**config.mk**
```make
export PLATFORM = sky130hd
export DESIGN_NAME = scs_clock_ctrl
export DESIGN_NICKNAME = d
export VERILOG_FILES = /design/src/core/scs_pkg.sv /design/src/core/scs_clock_ctrl.sv /design/src/core/scs_glitch_mux.sv
export VERILOG_INCLUDE_DIRS = /design/src /design/src/core
export SDC_FILE = /design/constraint.sdc
export NUM_CORES = 1
export LEC_CHECK = 0
export BUFFER_PORTS_ARGS = -buffer_cell sky130_fd_sc_hd__buf_2
export CAP_MARGIN = 20
export CORE_ASPECT_RATIO = 1.25
export CORE_UTILIZATION = 30
export DETAILED_ROUTE_END_ITERATION = 10
export PLACE_DENSITY = 0.58
export SYNTH_ARGS = -nofsm -noshare
export SYNTH_HDL_FRONTEND = slang
export SYNTH_SLANG_ARGS = --single-unit
```
**constraint.sdc**
```tcl
create_clock -name core_clk -period 14.8 [get_ports core_clk]
set_input_delay 0.74 -clock core_clk [delete_from_list [all_inputs] [get_ports core_clk]]
set_output_delay 0.74 -clock core_clk [all_outputs]
set_load 0.02 [all_outputs]
```
**src/core/scs_clk_map.svh**
```systemverilog
`ifndef SCS_CLK_MAP_SVH
`define SCS_CLK_MAP_SVH

// Register offsets
`define SCS_CPU_CTRL_OFS 8'h00
`define SCS_RTC_CTRL_OFS 8'h04
`define SCS_PLL_CTRL_OFS 8'h08
`define SCS_APLL_CFG_OFS 8'h0C
`define SCS_STATUS_OFS 8'h10

// CPU control fields
`define SCS_CPU_SEL_LSB 0
`define SCS_CPU_DIVEN_BIT 2
`define SCS_CPU_DIV_LSB 3

// RTC control fields
`define SCS_RTC_SEL_LSB 0
`define SCS_RTC_TRIM_LSB 8

// PLL control fields
`define SCS_PLL_EN_BIT 0

// Audio PLL fields
`define SCS_APLL_N_LSB 0
`define SCS_APLL_M_LSB 8
`define SCS_APLL_K_LSB 16
`define SCS_APLL_EN_BIT 24

// Status fields
`define SCS_ST_CPU_LSB 0
`define SCS_ST_RTC_LSB 2
`define SCS_ST_CPU_SW_BIT 5
`define SCS_ST_RTC_SW_BIT 6
`define SCS_ST_APLL_OK_BIT 7

// Reset values
`define SCS_DIV_RST 8'h00
`define SCS_TRIM_RST 8'h80
`define SCS_APLL_N_RST 8'h01
`define SCS_APLL_M_RST 5'h01
`define SCS_APLL_K_RST 3'h0

// Fixed prescaler last counts, half periods minus one in source rising edges
`define SCS_DIV4_LAST 1'h1
`define SCS_DIV256_LAST 7'h7F

// Audio PLL output range in kHz
`define SCS_APLL_MIN_KHZ 32'h00003E80
`define SCS_APLL_MAX_KHZ 32'h0001F400

`endif

```
**src/core/scs_pkg.sv**
```systemverilog
package scs_pkg;

  typedef enum logic [1:0] {
    SCS_CPU_XTAL = 2'h0,
    SCS_CPU_PLL = 2'h1,
    SCS_CPU_OSC8M = 2'h2
  } scs_cpu_src_e;

  typedef enum logic [2:0] {
    SCS_RTC_XTAL32K = 3'h0,
    SCS_RTC_XTAL_DIV4 = 3'h1,
    SCS_RTC_RC = 3'h2,
    SCS_RTC_OSC8M = 3'h3,
    SCS_RTC_DIV256 = 3'h4
  } scs_rtc_src_e;

  typedef enum logic [1:0] {
    SCS_SW_RUN = 2'h0,
    SCS_SW_DRAIN = 2'h1,
    SCS_SW_ARM = 2'h2
  } scs_sw_state_e;

  typedef struct packed {
    scs_cpu_src_e src;
    logic div_en;
    logic [7:0] div_val;
  } scs_cpu_cfg_s;

  typedef struct packed {
    scs_rtc_src_e src;
    logic [7:0] rc_trim;
  } scs_rtc_cfg_s;

  typedef struct packed {
    logic en;
    logic [2:0] k;
    logic [4:0] m;
    logic [7:0] n;
  } scs_apll_cfg_s;

endpackage : scs_pkg

```
**src/core/scs_clock_ctrl.sv**
```systemverilog
`timescale 1ns/1ps
`include "scs_clk_map.svh"

// Function
// - Reset selects the external crystal as the CPU clock source.
// - The crystal feeds a PLL whose nominal 160 MHz output is a CPU source.
// - Software picks crystal, PLL or internal 8 MHz as the CPU source.
// - The CPU clock is the chosen source undivided or through a divider.
// - The RTC mux offers exactly five sources.
// - One RTC source is the fast crystal divided by four.
// - The 31.25 kHz RTC source is the 8 MHz oscillator divided by 256.
// - The roughly 150 kHz RC oscillator has a software frequency trim.
// - The audio PLL output is programmable from 16 MHz to 128 MHz.
// - Audio PLL output is crystal times N over M times two to the K.
module scs_clock_ctrl #(
  parameter int XTAL_KHZ = 40000,
  parameter int DIV_W = 8
) (
  // Clock and reset
  input wire logic core_clk,
  input wire logic rst,
  // Register port
  input wire logic [7:0] addr,
  input wire logic [31:0] wr_data,
  input wire logic wr_en,
  input wire logic rd_en,
  output logic [31:0] rd_data,
  // Clock sources from pins and analog cells
  input wire logic xtal_clk,
  input wire logic xtal32k_clk,
  input wire logic rc_osc_clk,
  input wire logic osc8m_clk,
  input wire logic pll_clk,
  // PLL and oscillator controls
  output logic pll_en,
  output logic pll_ref_clk,
  output logic [7:0] rc_trim,
  output logic apll_en,
  output logic [7:0] apll_n,
  output logic [4:0] apll_m,
  output logic [2:0] apll_k,
  // Generated clocks
  output logic cpu_clk,
  output logic rtc_clk
);

  ////////////////////////////////////////////////////////////////////
  // Declarations

  localparam int N_SYNC = 5;
  localparam int I_XTAL = 0;
  localparam int I_X32K = 1;
  localparam int I_RC = 2;
  localparam int I_OSC = 3;
  localparam int I_PLL = 4;

  scs_pkg::scs_cpu_cfg_s cpu_cfg_reg;
  scs_pkg::scs_rtc_cfg_s rtc_cfg_reg;
  scs_pkg::scs_apll_cfg_s apll_cfg_reg;
  logic pll_en_reg;
  logic apll_ok_reg;
  logic [31:0] rd_data_reg;

  logic [N_SYNC-1:0] meta_reg;
  logic [N_SYNC-1:0] sync_reg;
  logic [N_SYNC-1:0] prev_reg;
  logic [N_SYNC-1:0] rise;

  logic div4_cnt_reg;
  logic div4_reg;
  logic [6:0] div256_cnt_reg;
  logic div256_reg;

  logic [2:0] cpu_lvl;
  logic [4:0] rtc_lvl;
  logic cpu_mux;
  logic cpu_mux_prev_reg;
  logic [1:0] cpu_active;
  logic cpu_sw;
  logic rtc_mux;
  logic [2:0] rtc_active;
  logic rtc_sw;

  logic [DIV_W-1:0] cpu_cnt_reg;
  logic cpu_clk_reg;
  logic rtc_clk_reg;

  logic [31:0] apll_num;
  logic [31:0] apll_den;
  logic [31:0] cpu_word;
  logic [31:0] rtc_word;
  logic [31:0] apll_word;
  logic [31:0] stat_word;

  ////////////////////////////////////////////////////////////////////
  // Decode helpers

  function automatic logic cpu_sel_ok(input logic [1:0] v);
    cpu_sel_ok = (v == scs_pkg::SCS_CPU_XTAL) ||
                 (v == scs_pkg::SCS_CPU_PLL) ||
                 (v == scs_pkg::SCS_CPU_OSC8M);
  endfunction : cpu_sel_ok

  // Only five codes exist; the upper three are refused
  function automatic logic rtc_sel_ok(input logic [2:0] v);
    rtc_sel_ok = (v <= scs_pkg::SCS_RTC_DIV256);
  endfunction : rtc_sel_ok

  function automatic logic hit(input logic [7:0] a,
                               input logic [7:0] ofs);
    hit = (a == ofs);
  endfunction : hit

  ////////////////////////////////////////////////////////////////////
  // Source synchronisers

  always_ff @(posedge core_clk or posedge rst) begin
    if (rst) begin
      meta_reg <= '0;
      sync_reg <= '0;
      prev_reg <= '0;
    end else begin
      meta_reg <= {pll_clk, osc8m_clk, rc_osc_clk,
                   xtal32k_clk, xtal_clk};
      sync_reg <= meta_reg;
      prev_reg <= sync_reg;
    end
  end

  genvar gi;
  generate
    for (gi = 0; gi < N_SYNC; gi = gi + 1) begin : g_rise
      assign rise[gi] = sync_reg[gi] & ~prev_reg[gi];
    end
  endgenerate

  ////////////////////////////////////////////////////////////////////
  // Fixed prescalers

  always_ff @(posedge core_clk or posedge rst) begin
    if (rst) begin
      div4_cnt_reg <= 1'b0;
      div4_reg <= 1'b0;
    end else if (rise[I_XTAL]) begin
      if (div4_cnt_reg == `SCS_DIV4_LAST) begin
        div4_cnt_reg <= 1'b0;
        div4_reg <= ~div4_reg;
      end else begin
        div4_cnt_reg <= div4_cnt_reg + 1'b1;
      end
    end
  end

  always_ff @(posedge core_clk or posedge rst) begin
    if (rst) begin
      div256_cnt_reg <= 7'h00;
      div256_reg <= 1'b0;
    end else if (rise[I_OSC]) begin
      if (div256_cnt_reg == `SCS_DIV256_LAST) begin
        div256_cnt_reg <= 7'h00;
        div256_reg <= ~div256_reg;
      end else begin
        div256_cnt_reg <= div256_cnt_reg + 7'h01;
      end
    end
  end

  ////////////////////////////////////////////////////////////////////
  // Registers

  always_ff @(posedge core_clk or posedge rst) begin
    if (rst) begin
      cpu_cfg_reg.src <= scs_pkg::SCS_CPU_XTAL;
      cpu_cfg_reg.div_en <= 1'b0;
      cpu_cfg_reg.div_val <= `SCS_DIV_RST;
    end else if (wr_en && hit(addr, `SCS_CPU_CTRL_OFS)) begin
      if (cpu_sel_ok(wr_data[`SCS_CPU_SEL_LSB +: 2])) begin
        cpu_cfg_reg.src <= scs_pkg::scs_cpu_src_e'(
          wr_data[`SCS_CPU_SEL_LSB +: 2]);
      end
      cpu_cfg_reg.div_en <= wr_data[`SCS_CPU_DIVEN_BIT];
      cpu_cfg_reg.div_val <= wr_data[`SCS_CPU_DIV_LSB +: 8];
    end
  end

  always_ff @(posedge core_clk or posedge rst) begin
    if (rst) begin
      rtc_cfg_reg.src <= scs_pkg::SCS_RTC_XTAL32K;
      rtc_cfg_reg.rc_trim <= `SCS_TRIM_RST;
    end else if (wr_en && hit(addr, `SCS_RTC_CTRL_OFS)) begin
      if (rtc_sel_ok(wr_data[`SCS_RTC_SEL_LSB +: 3])) begin
        rtc_cfg_reg.src <= scs_pkg::scs_rtc_src_e'(
          wr_data[`SCS_RTC_SEL_LSB +: 3]);
      end
      rtc_cfg_reg.rc_trim <= wr_data[`SCS_RTC_TRIM_LSB +: 8];
    end
  end

  always_ff @(posedge core_clk or posedge rst) begin
    if (rst) begin
      pll_en_reg <= 1'b0;
    end else if (wr_en && hit(addr, `SCS_PLL_CTRL_OFS)) begin
      pll_en_reg <= wr_data[`SCS_PLL_EN_BIT];
    end
  end

  always_ff @(posedge core_clk or posedge rst) begin
    if (rst) begin
      apll_cfg_reg.en <= 1'b0;
      apll_cfg_reg.n <= `SCS_APLL_N_RST;
      apll_cfg_reg.m <= `SCS_APLL_M_RST;
      apll_cfg_reg.k <= `SCS_APLL_K_RST;
    end else if (wr_en && hit(addr, `SCS_APLL_CFG_OFS)) begin
      apll_cfg_reg.en <= wr_data[`SCS_APLL_EN_BIT];
      apll_cfg_reg.n <= wr_data[`SCS_APLL_N_LSB +: 8];
      apll_cfg_reg.m <= wr_data[`SCS_APLL_M_LSB +: 5];
      apll_cfg_reg.k <= wr_data[`SCS_APLL_K_LSB +: 3];
    end
  end

  ////////////////////////////////////////////////////////////////////
  // Audio PLL range check

  // Cross-multiplied so no divider is needed; M of zero never passes
  assign apll_num = 32'(XTAL_KHZ) * {24'h000000, apll_cfg_reg.n};
  assign apll_den = {27'h0000000, apll_cfg_reg.m} << apll_cfg_reg.k;

  always_ff @(posedge core_clk or posedge rst) begin
    if (rst) begin
      apll_ok_reg <= 1'b0;
    end else begin
      apll_ok_reg <= (apll_den != 32'h00000000) &&
        (apll_num >= `SCS_APLL_MIN_KHZ * apll_den) &&
        (apll_num <= `SCS_APLL_MAX_KHZ * apll_den);
    end
  end

  ////////////////////////////////////////////////////////////////////
  // CPU clock mux and divider

  // PLL above half of core_clk is only sampled; real silicon needs a
  // dedicated clock cell here
  assign cpu_lvl = {sync_reg[I_OSC], sync_reg[I_PLL],
                    sync_reg[I_XTAL]};

  scs_glitch_mux #(
    .N_SRC(3),
    .SEL_W(2)
  ) u_cpu_mux (
    .core_clk(core_clk),
    .rst(rst),
    .src_lvl(cpu_lvl),
    .sel_req(cpu_cfg_reg.src),
    .clk_out(cpu_mux),
    .sel_active(cpu_active),
    .switching(cpu_sw)
  );

  always_ff @(posedge core_clk or posedge rst) begin
    if (rst) begin
      cpu_mux_prev_reg <= 1'b0;
    end else begin
      cpu_mux_prev_reg <= cpu_mux;
    end
  end

  // Divider toggles only on source rising edges, every div_val+1
  always_ff @(posedge core_clk or posedge rst) begin
    if (rst) begin
      cpu_cnt_reg <= '0;
      cpu_clk_reg <= 1'b0;
    end else if (!cpu_cfg_reg.div_en) begin
      cpu_cnt_reg <= '0;
      cpu_clk_reg <= cpu_mux;
    end else if (cpu_mux && !cpu_mux_prev_reg) begin
      if (cpu_cnt_reg >= DIV_W'(cpu_cfg_reg.div_val)) begin
        cpu_cnt_reg <= '0;
        cpu_clk_reg <= ~cpu_clk_reg;
      end else begin
        cpu_cnt_reg <= cpu_cnt_reg + 1'b1;
      end
    end
  end

  ////////////////////////////////////////////////////////////////////
  // RTC clock mux

  assign rtc_lvl = {div256_reg, sync_reg[I_OSC], sync_reg[I_RC],
                    div4_reg, sync_reg[I_X32K]};

  scs_glitch_mux #(
    .N_SRC(5),
    .SEL_W(3)
  ) u_rtc_mux (
    .core_clk(core_clk),
    .rst(rst),
    .src_lvl(rtc_lvl),
    .sel_req(rtc_cfg_reg.src),
    .clk_out(rtc_mux),
    .sel_active(rtc_active),
    .switching(rtc_sw)
  );

  always_ff @(posedge core_clk or posedge rst) begin
    if (rst) begin
      rtc_clk_reg <= 1'b0;
    end else begin
      rtc_clk_reg <= rtc_mux;
    end
  end

  ////////////////////////////////////////////////////////////////////
  // Read port

  always_comb begin
    cpu_word = '0;
    cpu_word[`SCS_CPU_SEL_LSB +: 2] = cpu_cfg_reg.src;
    cpu_word[`SCS_CPU_DIVEN_BIT] = cpu_cfg_reg.div_en;
    cpu_word[`SCS_CPU_DIV_LSB +: 8] = cpu_cfg_reg.div_val;
    rtc_word = '0;
    rtc_word[`SCS_RTC_SEL_LSB +: 3] = rtc_cfg_reg.src;
    rtc_word[`SCS_RTC_TRIM_LSB +: 8] = rtc_cfg_reg.rc_trim;
    apll_word = '0;
    apll_word[`SCS_APLL_N_LSB +: 8] = apll_cfg_reg.n;
    apll_word[`SCS_APLL_M_LSB +: 5] = apll_cfg_reg.m;
    apll_word[`SCS_APLL_K_LSB +: 3] = apll_cfg_reg.k;
    apll_word[`SCS_APLL_EN_BIT] = apll_cfg_reg.en;
    stat_word = '0;
    stat_word[`SCS_ST_CPU_LSB +: 2] = cpu_active;
    stat_word[`SCS_ST_RTC_LSB +: 3] = rtc_active;
    stat_word[`SCS_ST_CPU_SW_BIT] = cpu_sw;
    stat_word[`SCS_ST_RTC_SW_BIT] = rtc_sw;
    stat_word[`SCS_ST_APLL_OK_BIT] = apll_ok_reg;
  end

  // Data stand only in the cycle after the strobe
  always_ff @(posedge core_clk or posedge rst) begin
    if (rst) begin
      rd_data_reg <= '0;
    end else if (!rd_en) begin
      rd_data_reg <= '0;
    end else if (hit(addr, `SCS_CPU_CTRL_OFS)) begin
      rd_data_reg <= cpu_word;
    end else if (hit(addr, `SCS_RTC_CTRL_OFS)) begin
      rd_data_reg <= rtc_word;
    end else if (hit(addr, `SCS_PLL_CTRL_OFS)) begin
      rd_data_reg <= {31'h00000000, pll_en_reg};
    end else if (hit(addr, `SCS_APLL_CFG_OFS)) begin
      rd_data_reg <= apll_word;
    end else if (hit(addr, `SCS_STATUS_OFS)) begin
      rd_data_reg <= stat_word;
    end else begin
      rd_data_reg <= '0;
    end
  end

  ////////////////////////////////////////////////////////////////////
  // Outputs

  assign rd_data = rd_data_reg;
  assign pll_en = pll_en_reg;
  assign pll_ref_clk = sync_reg[I_XTAL];
  assign rc_trim = rtc_cfg_reg.rc_trim;
  assign apll_en = apll_cfg_reg.en;
  assign apll_n = apll_cfg_reg.n;
  assign apll_m = apll_cfg_reg.m;
  assign apll_k = apll_cfg_reg.k;
  assign cpu_clk = cpu_clk_reg;
  assign rtc_clk = rtc_clk_reg;

endmodule : scs_clock_ctrl

```
**src/core/scs_glitch_mux.sv**
```systemverilog
`timescale 1ns/1ps

module scs_glitch_mux #(
  parameter int N_SRC = 3,
  parameter int SEL_W = 2
) (
  // Clock and reset
  input wire logic core_clk,
  input wire logic rst,
  // Source levels, already synchronised
  input wire logic [N_SRC-1:0] src_lvl,
  input wire logic [SEL_W-1:0] sel_req,
  // Muxed clock and state
  output logic clk_out,
  output logic [SEL_W-1:0] sel_active,
  output logic switching
);

  scs_pkg::scs_sw_state_e state_reg;
  logic [SEL_W-1:0] cur_reg;
  logic [SEL_W-1:0] tgt_reg;
  logic out_reg;

  // Old source must finish its high phase and the new one must be
  // low before it is passed on, so no runt pulse leaves the mux
  always_ff @(posedge core_clk or posedge rst) begin
    if (rst) begin
      state_reg <= scs_pkg::SCS_SW_RUN;
      cur_reg <= '0;
      tgt_reg <= '0;
    end else begin
      unique case (state_reg)
        scs_pkg::SCS_SW_RUN: begin
          if (sel_req != cur_reg) begin
            state_reg <= scs_pkg::SCS_SW_DRAIN;
          end
        end
        scs_pkg::SCS_SW_DRAIN: begin
          if (!src_lvl[cur_reg]) begin
            tgt_reg <= sel_req;
            state_reg <= scs_pkg::SCS_SW_ARM;
          end
        end
        scs_pkg::SCS_SW_ARM: begin
          if (!src_lvl[tgt_reg]) begin
            cur_reg <= tgt_reg;
            state_reg <= scs_pkg::SCS_SW_RUN;
          end
        end
        default: state_reg <= scs_pkg::SCS_SW_RUN;
      endcase
    end
  end

  always_ff @(posedge core_clk or posedge rst) begin
    if (rst) begin
      out_reg <= 1'b0;
    end else if (state_reg == scs_pkg::SCS_SW_ARM) begin
      out_reg <= 1'b0;
    end else begin
      out_reg <= src_lvl[cur_reg];
    end
  end

  assign clk_out = out_reg;
  assign sel_active = cur_reg;
  assign switching = (state_reg != scs_pkg::SCS_SW_RUN);

endmodule : scs_glitch_mux

```
==> impl_metrics.csv <==
group,metric,value,unit
pwr,p_per_area,88.7,mW/mm^2
job,maxCapViolCount,0,
floorplanning,die_height,194,um
critical_path,critPathMaxFanout,10,
logic_synthesis,post-synth-top-area-cell,"dfrtp_1",
place,io_buffer_count,85,
place,place.gp.congestion,0.873,
route,drcViolationCount,0,
critical_path,crit_type,"register to register",
logic_synthesis,ys_top_cells_by_area,"dfrtp_1 30%, ha_1 18%, fa_1 11%, mux2_2 6.3%, inv_1 4.5%",
final_layout,design_area,0.00999,sq mm
clock_tree,cts_max_level,3,
global_routing,antenna_found_initial,1,
logic_synthesis,synth_top_cells_by_count,"129 x ha_1, 107 x dfrtp_1, 107 x inv_1",
place,dp_hpwl,16300,um
timing,slew_headroom,0.391,
logic_synthesis,synth_top_area_frac,0.301,
clock_tree,cts_buffers,9,
route,ant_nets,0,
logic_synthesis,ys_types,69,
outcome,status,"completed",
logic_synthesis,ys_warn_count,0,
global_routing,grt-ovfl-total,0,
timing,finalCriticalPeriod,7.23,ns
timing,rsz0062_at_grt,"no",
route,dr.first_iter.drc_count,317,
timing,fin_crit_sh,0.489,
timing,slew_viol_final,0,
floorplanning,die_width,156,um
critical_path,worstSetupEndpointType,"register",
pwr,leakage,5.24,nW
logic_synthesis,syn_inst,872,
route,dr.pass1.iters,4,
logic_synthesis,synth_ff_type,"dfrtp_1",
global_routing,grt_pass1_vias,6509,
floorplanning,die_area,0.0303,sq mm
final_layout,largest_reg_flops,20,
logic_synthesis,synth-edff-count,0,
final_layout,drive_above_1_share,0.184,
place,place_inst,1336,
floorplanning,fp.coreArea,0.0292,sq mm
timing,hold_slack,0.353,ns
logic_synthesis,syn_area,0.00889,sq mm
global_routing,grtUsageTotal,0.138,
route,routed_via_density,4.78,
critical_path,slowest_delay,0.56,ns
critical_path,crit_slowest_cell,"mux2i_1",
clock_tree,postCtsSetupBuffers,0,
route,vias,6463,
timing,hold_viol_final,0,
timing,worstMarginPinSlew,0.911,ns
floorplanning,initial_utilization,0.305,
clock_tree,cts_tree,"built",
clock_tree,clock_latency,0.37,ns
clock_tree,cts.repair.resized,0,
critical_path,crit_buf_inv,3,
final_layout,fillers,2958,
pwr,ir_drop,0.0837,mV
clock_tree,clk_path_buf_depth,2,
pwr,power,0.887,mW
timing,setup-tns-final,0,ns
timing,max_freq,0.138,GHz
critical_path,cp.arrival,7.48,ns
final_layout,synthToLayoutAreaGrowth,12.5,%
worst_hold_path,hold_path_class,"register to register",
route,wl_per_cell,14.8,um
logic_synthesis,async_flop_share,1.00,
route,wirelength,20000,um
final_layout,register_area,0.00276,sq mm
final_layout,antenna_cells,0,
critical_path,start_kind,"register",
clock_tree,clockRootBuffer,"clkbuf_16",
timing,setup_viol,0,
floorplanning,io_pins,110,
final_layout,finalNonFillerCells,1352,
logic_synthesis,syn-mean-instance-area,10.2,sq um
global_routing,grt_pass1_wl,33200,um
clock_tree,cts.sinks,110,
final_layout,fin_nets,1176,
final_layout,multi_input_area,0.00556,sq mm
critical_path,critPathRequiredTime,15.05,ns
global_routing,grt_start_max_net_pins,58,
critical_path,crit_family,"adder cells",
timing,finClkSkew,0.0136,ns
place,placed_area,0.00969,sq mm
clock_tree,cts.clk_slew.worst_paths,0.08,ns
logic_synthesis,synth_seq_cells,110,
logic_synthesis,synth_most_common_cell,"ha_1",
floorplanning,num_rows,70,
logic_synthesis,seq_area_frac_synth,0.310,
clock_tree,hold_buffers,0,
==> where the power goes <==
| part | switching, mW | total [mW] | internal, mW |
|---|---|---|---|
| Clock | 0.126 | 0.248 | 0.121 |
| Sequential | 0.0351 | 0.369 | 0.334 |
| Combinational | 0.150 | 0.270 | 0.119 |
==> cell families after synthesis <==
family / count (synthesis) / share of synthesized area
AO/OA/AOI/OAI: 152 / 0.110
other: 1 / 0.000422
multiplexers: 58 / 0.0756
AND/OR/NAND/NOR: 195 / 0.109
buffers and inverters: 141 / 0.0693
XOR/XNOR: 38 / 0.0374
flip-flops: 110 / 0.310
adder cells (fa/ha/maj): 177 / 0.289
==> path summary, 6_finish.rpt <==
path,from,to,slack [ns],cells after the start
max,apll_k[0],apll_ok_reg,7.57,26
min,meta_reg[3],sync_reg[3],0.35,0
max reg2reg,apll_k[0],apll_ok_reg,7.57,26
min reg2reg,meta_reg[3],sync_reg[3],0.35,0
max in group asynchronous,rst,cpu_cfg_reg[3],13.14,3
min in group asynchronous,rst,rc_trim[2],0.50,2
==> through the flow <==
stage | worst slack (ns) | utilization
finish | 7.57 | 0.343
global route | 7.08 | 0.343
CTS | 7.55 | 0.343
detailed placement | 7.59 | 0.332
global placement | 7.67 | 0.332
floorplan | 8.01 | -
==> metal layers <==
metal	track usage	vias up	wire length (um)	share of wire
li1	-	3142	-	-
met5	0	-	0	0
met4	0.0381	0	317	0.016
met1	0.172	3183	8650	0.43
met2	0.251	119	10500	0.52
met3	0.0132	19	606	0.030
==> cells in the final DEF, fill, tap and decap left out, types with 5 or more instances in the layout <==
cell / Yosys / routed
nand2_1: 48 / 48
a21o_1: 10 / 10
a211oi_1: 6 / 6
dfrtp_1: 107 / 107
a31oi_1: 7 / 7
and3_1: 5 / 5
a21oi_1: 42 / 42
nor3_1: 10 / 10
conb_1: 1 / 12
xnor2_1: 18 / 18
inv_1: 107 / 106
mux2_2: 50 / 50
xor2_1: 20 / 20
nand4_1: 13 / 13
fa_1: 47 / 47
buf_2: 2 / 85
nor2_1: 61 / 61
nor4_1: 7 / 6
mux2i_1: 5 / 5
clkbuf_16: 0 / 9
a22oi_1: 11 / 11
nand3_1: 6 / 6
nand2b_1: 9 / 9
buf_4: 20 / 5
nor2b_1: 14 / 14
o21ai_0: 37 / 37
ha_1: 129 / 129
or2_2: 5 / 5
==> final cells by class <==
type,count,area share
Multi-Input combinational cell,632,0.557
Sequential cell,110,0.276
Tap cell,396,0.0496
Timing Repair Buffer,90,0.0463
Inverter,108,0.0408
Clock buffer,9,0.0225
Clock inverter,7,0.00839
Note: power is estimated with default switching activity, not from simulation.
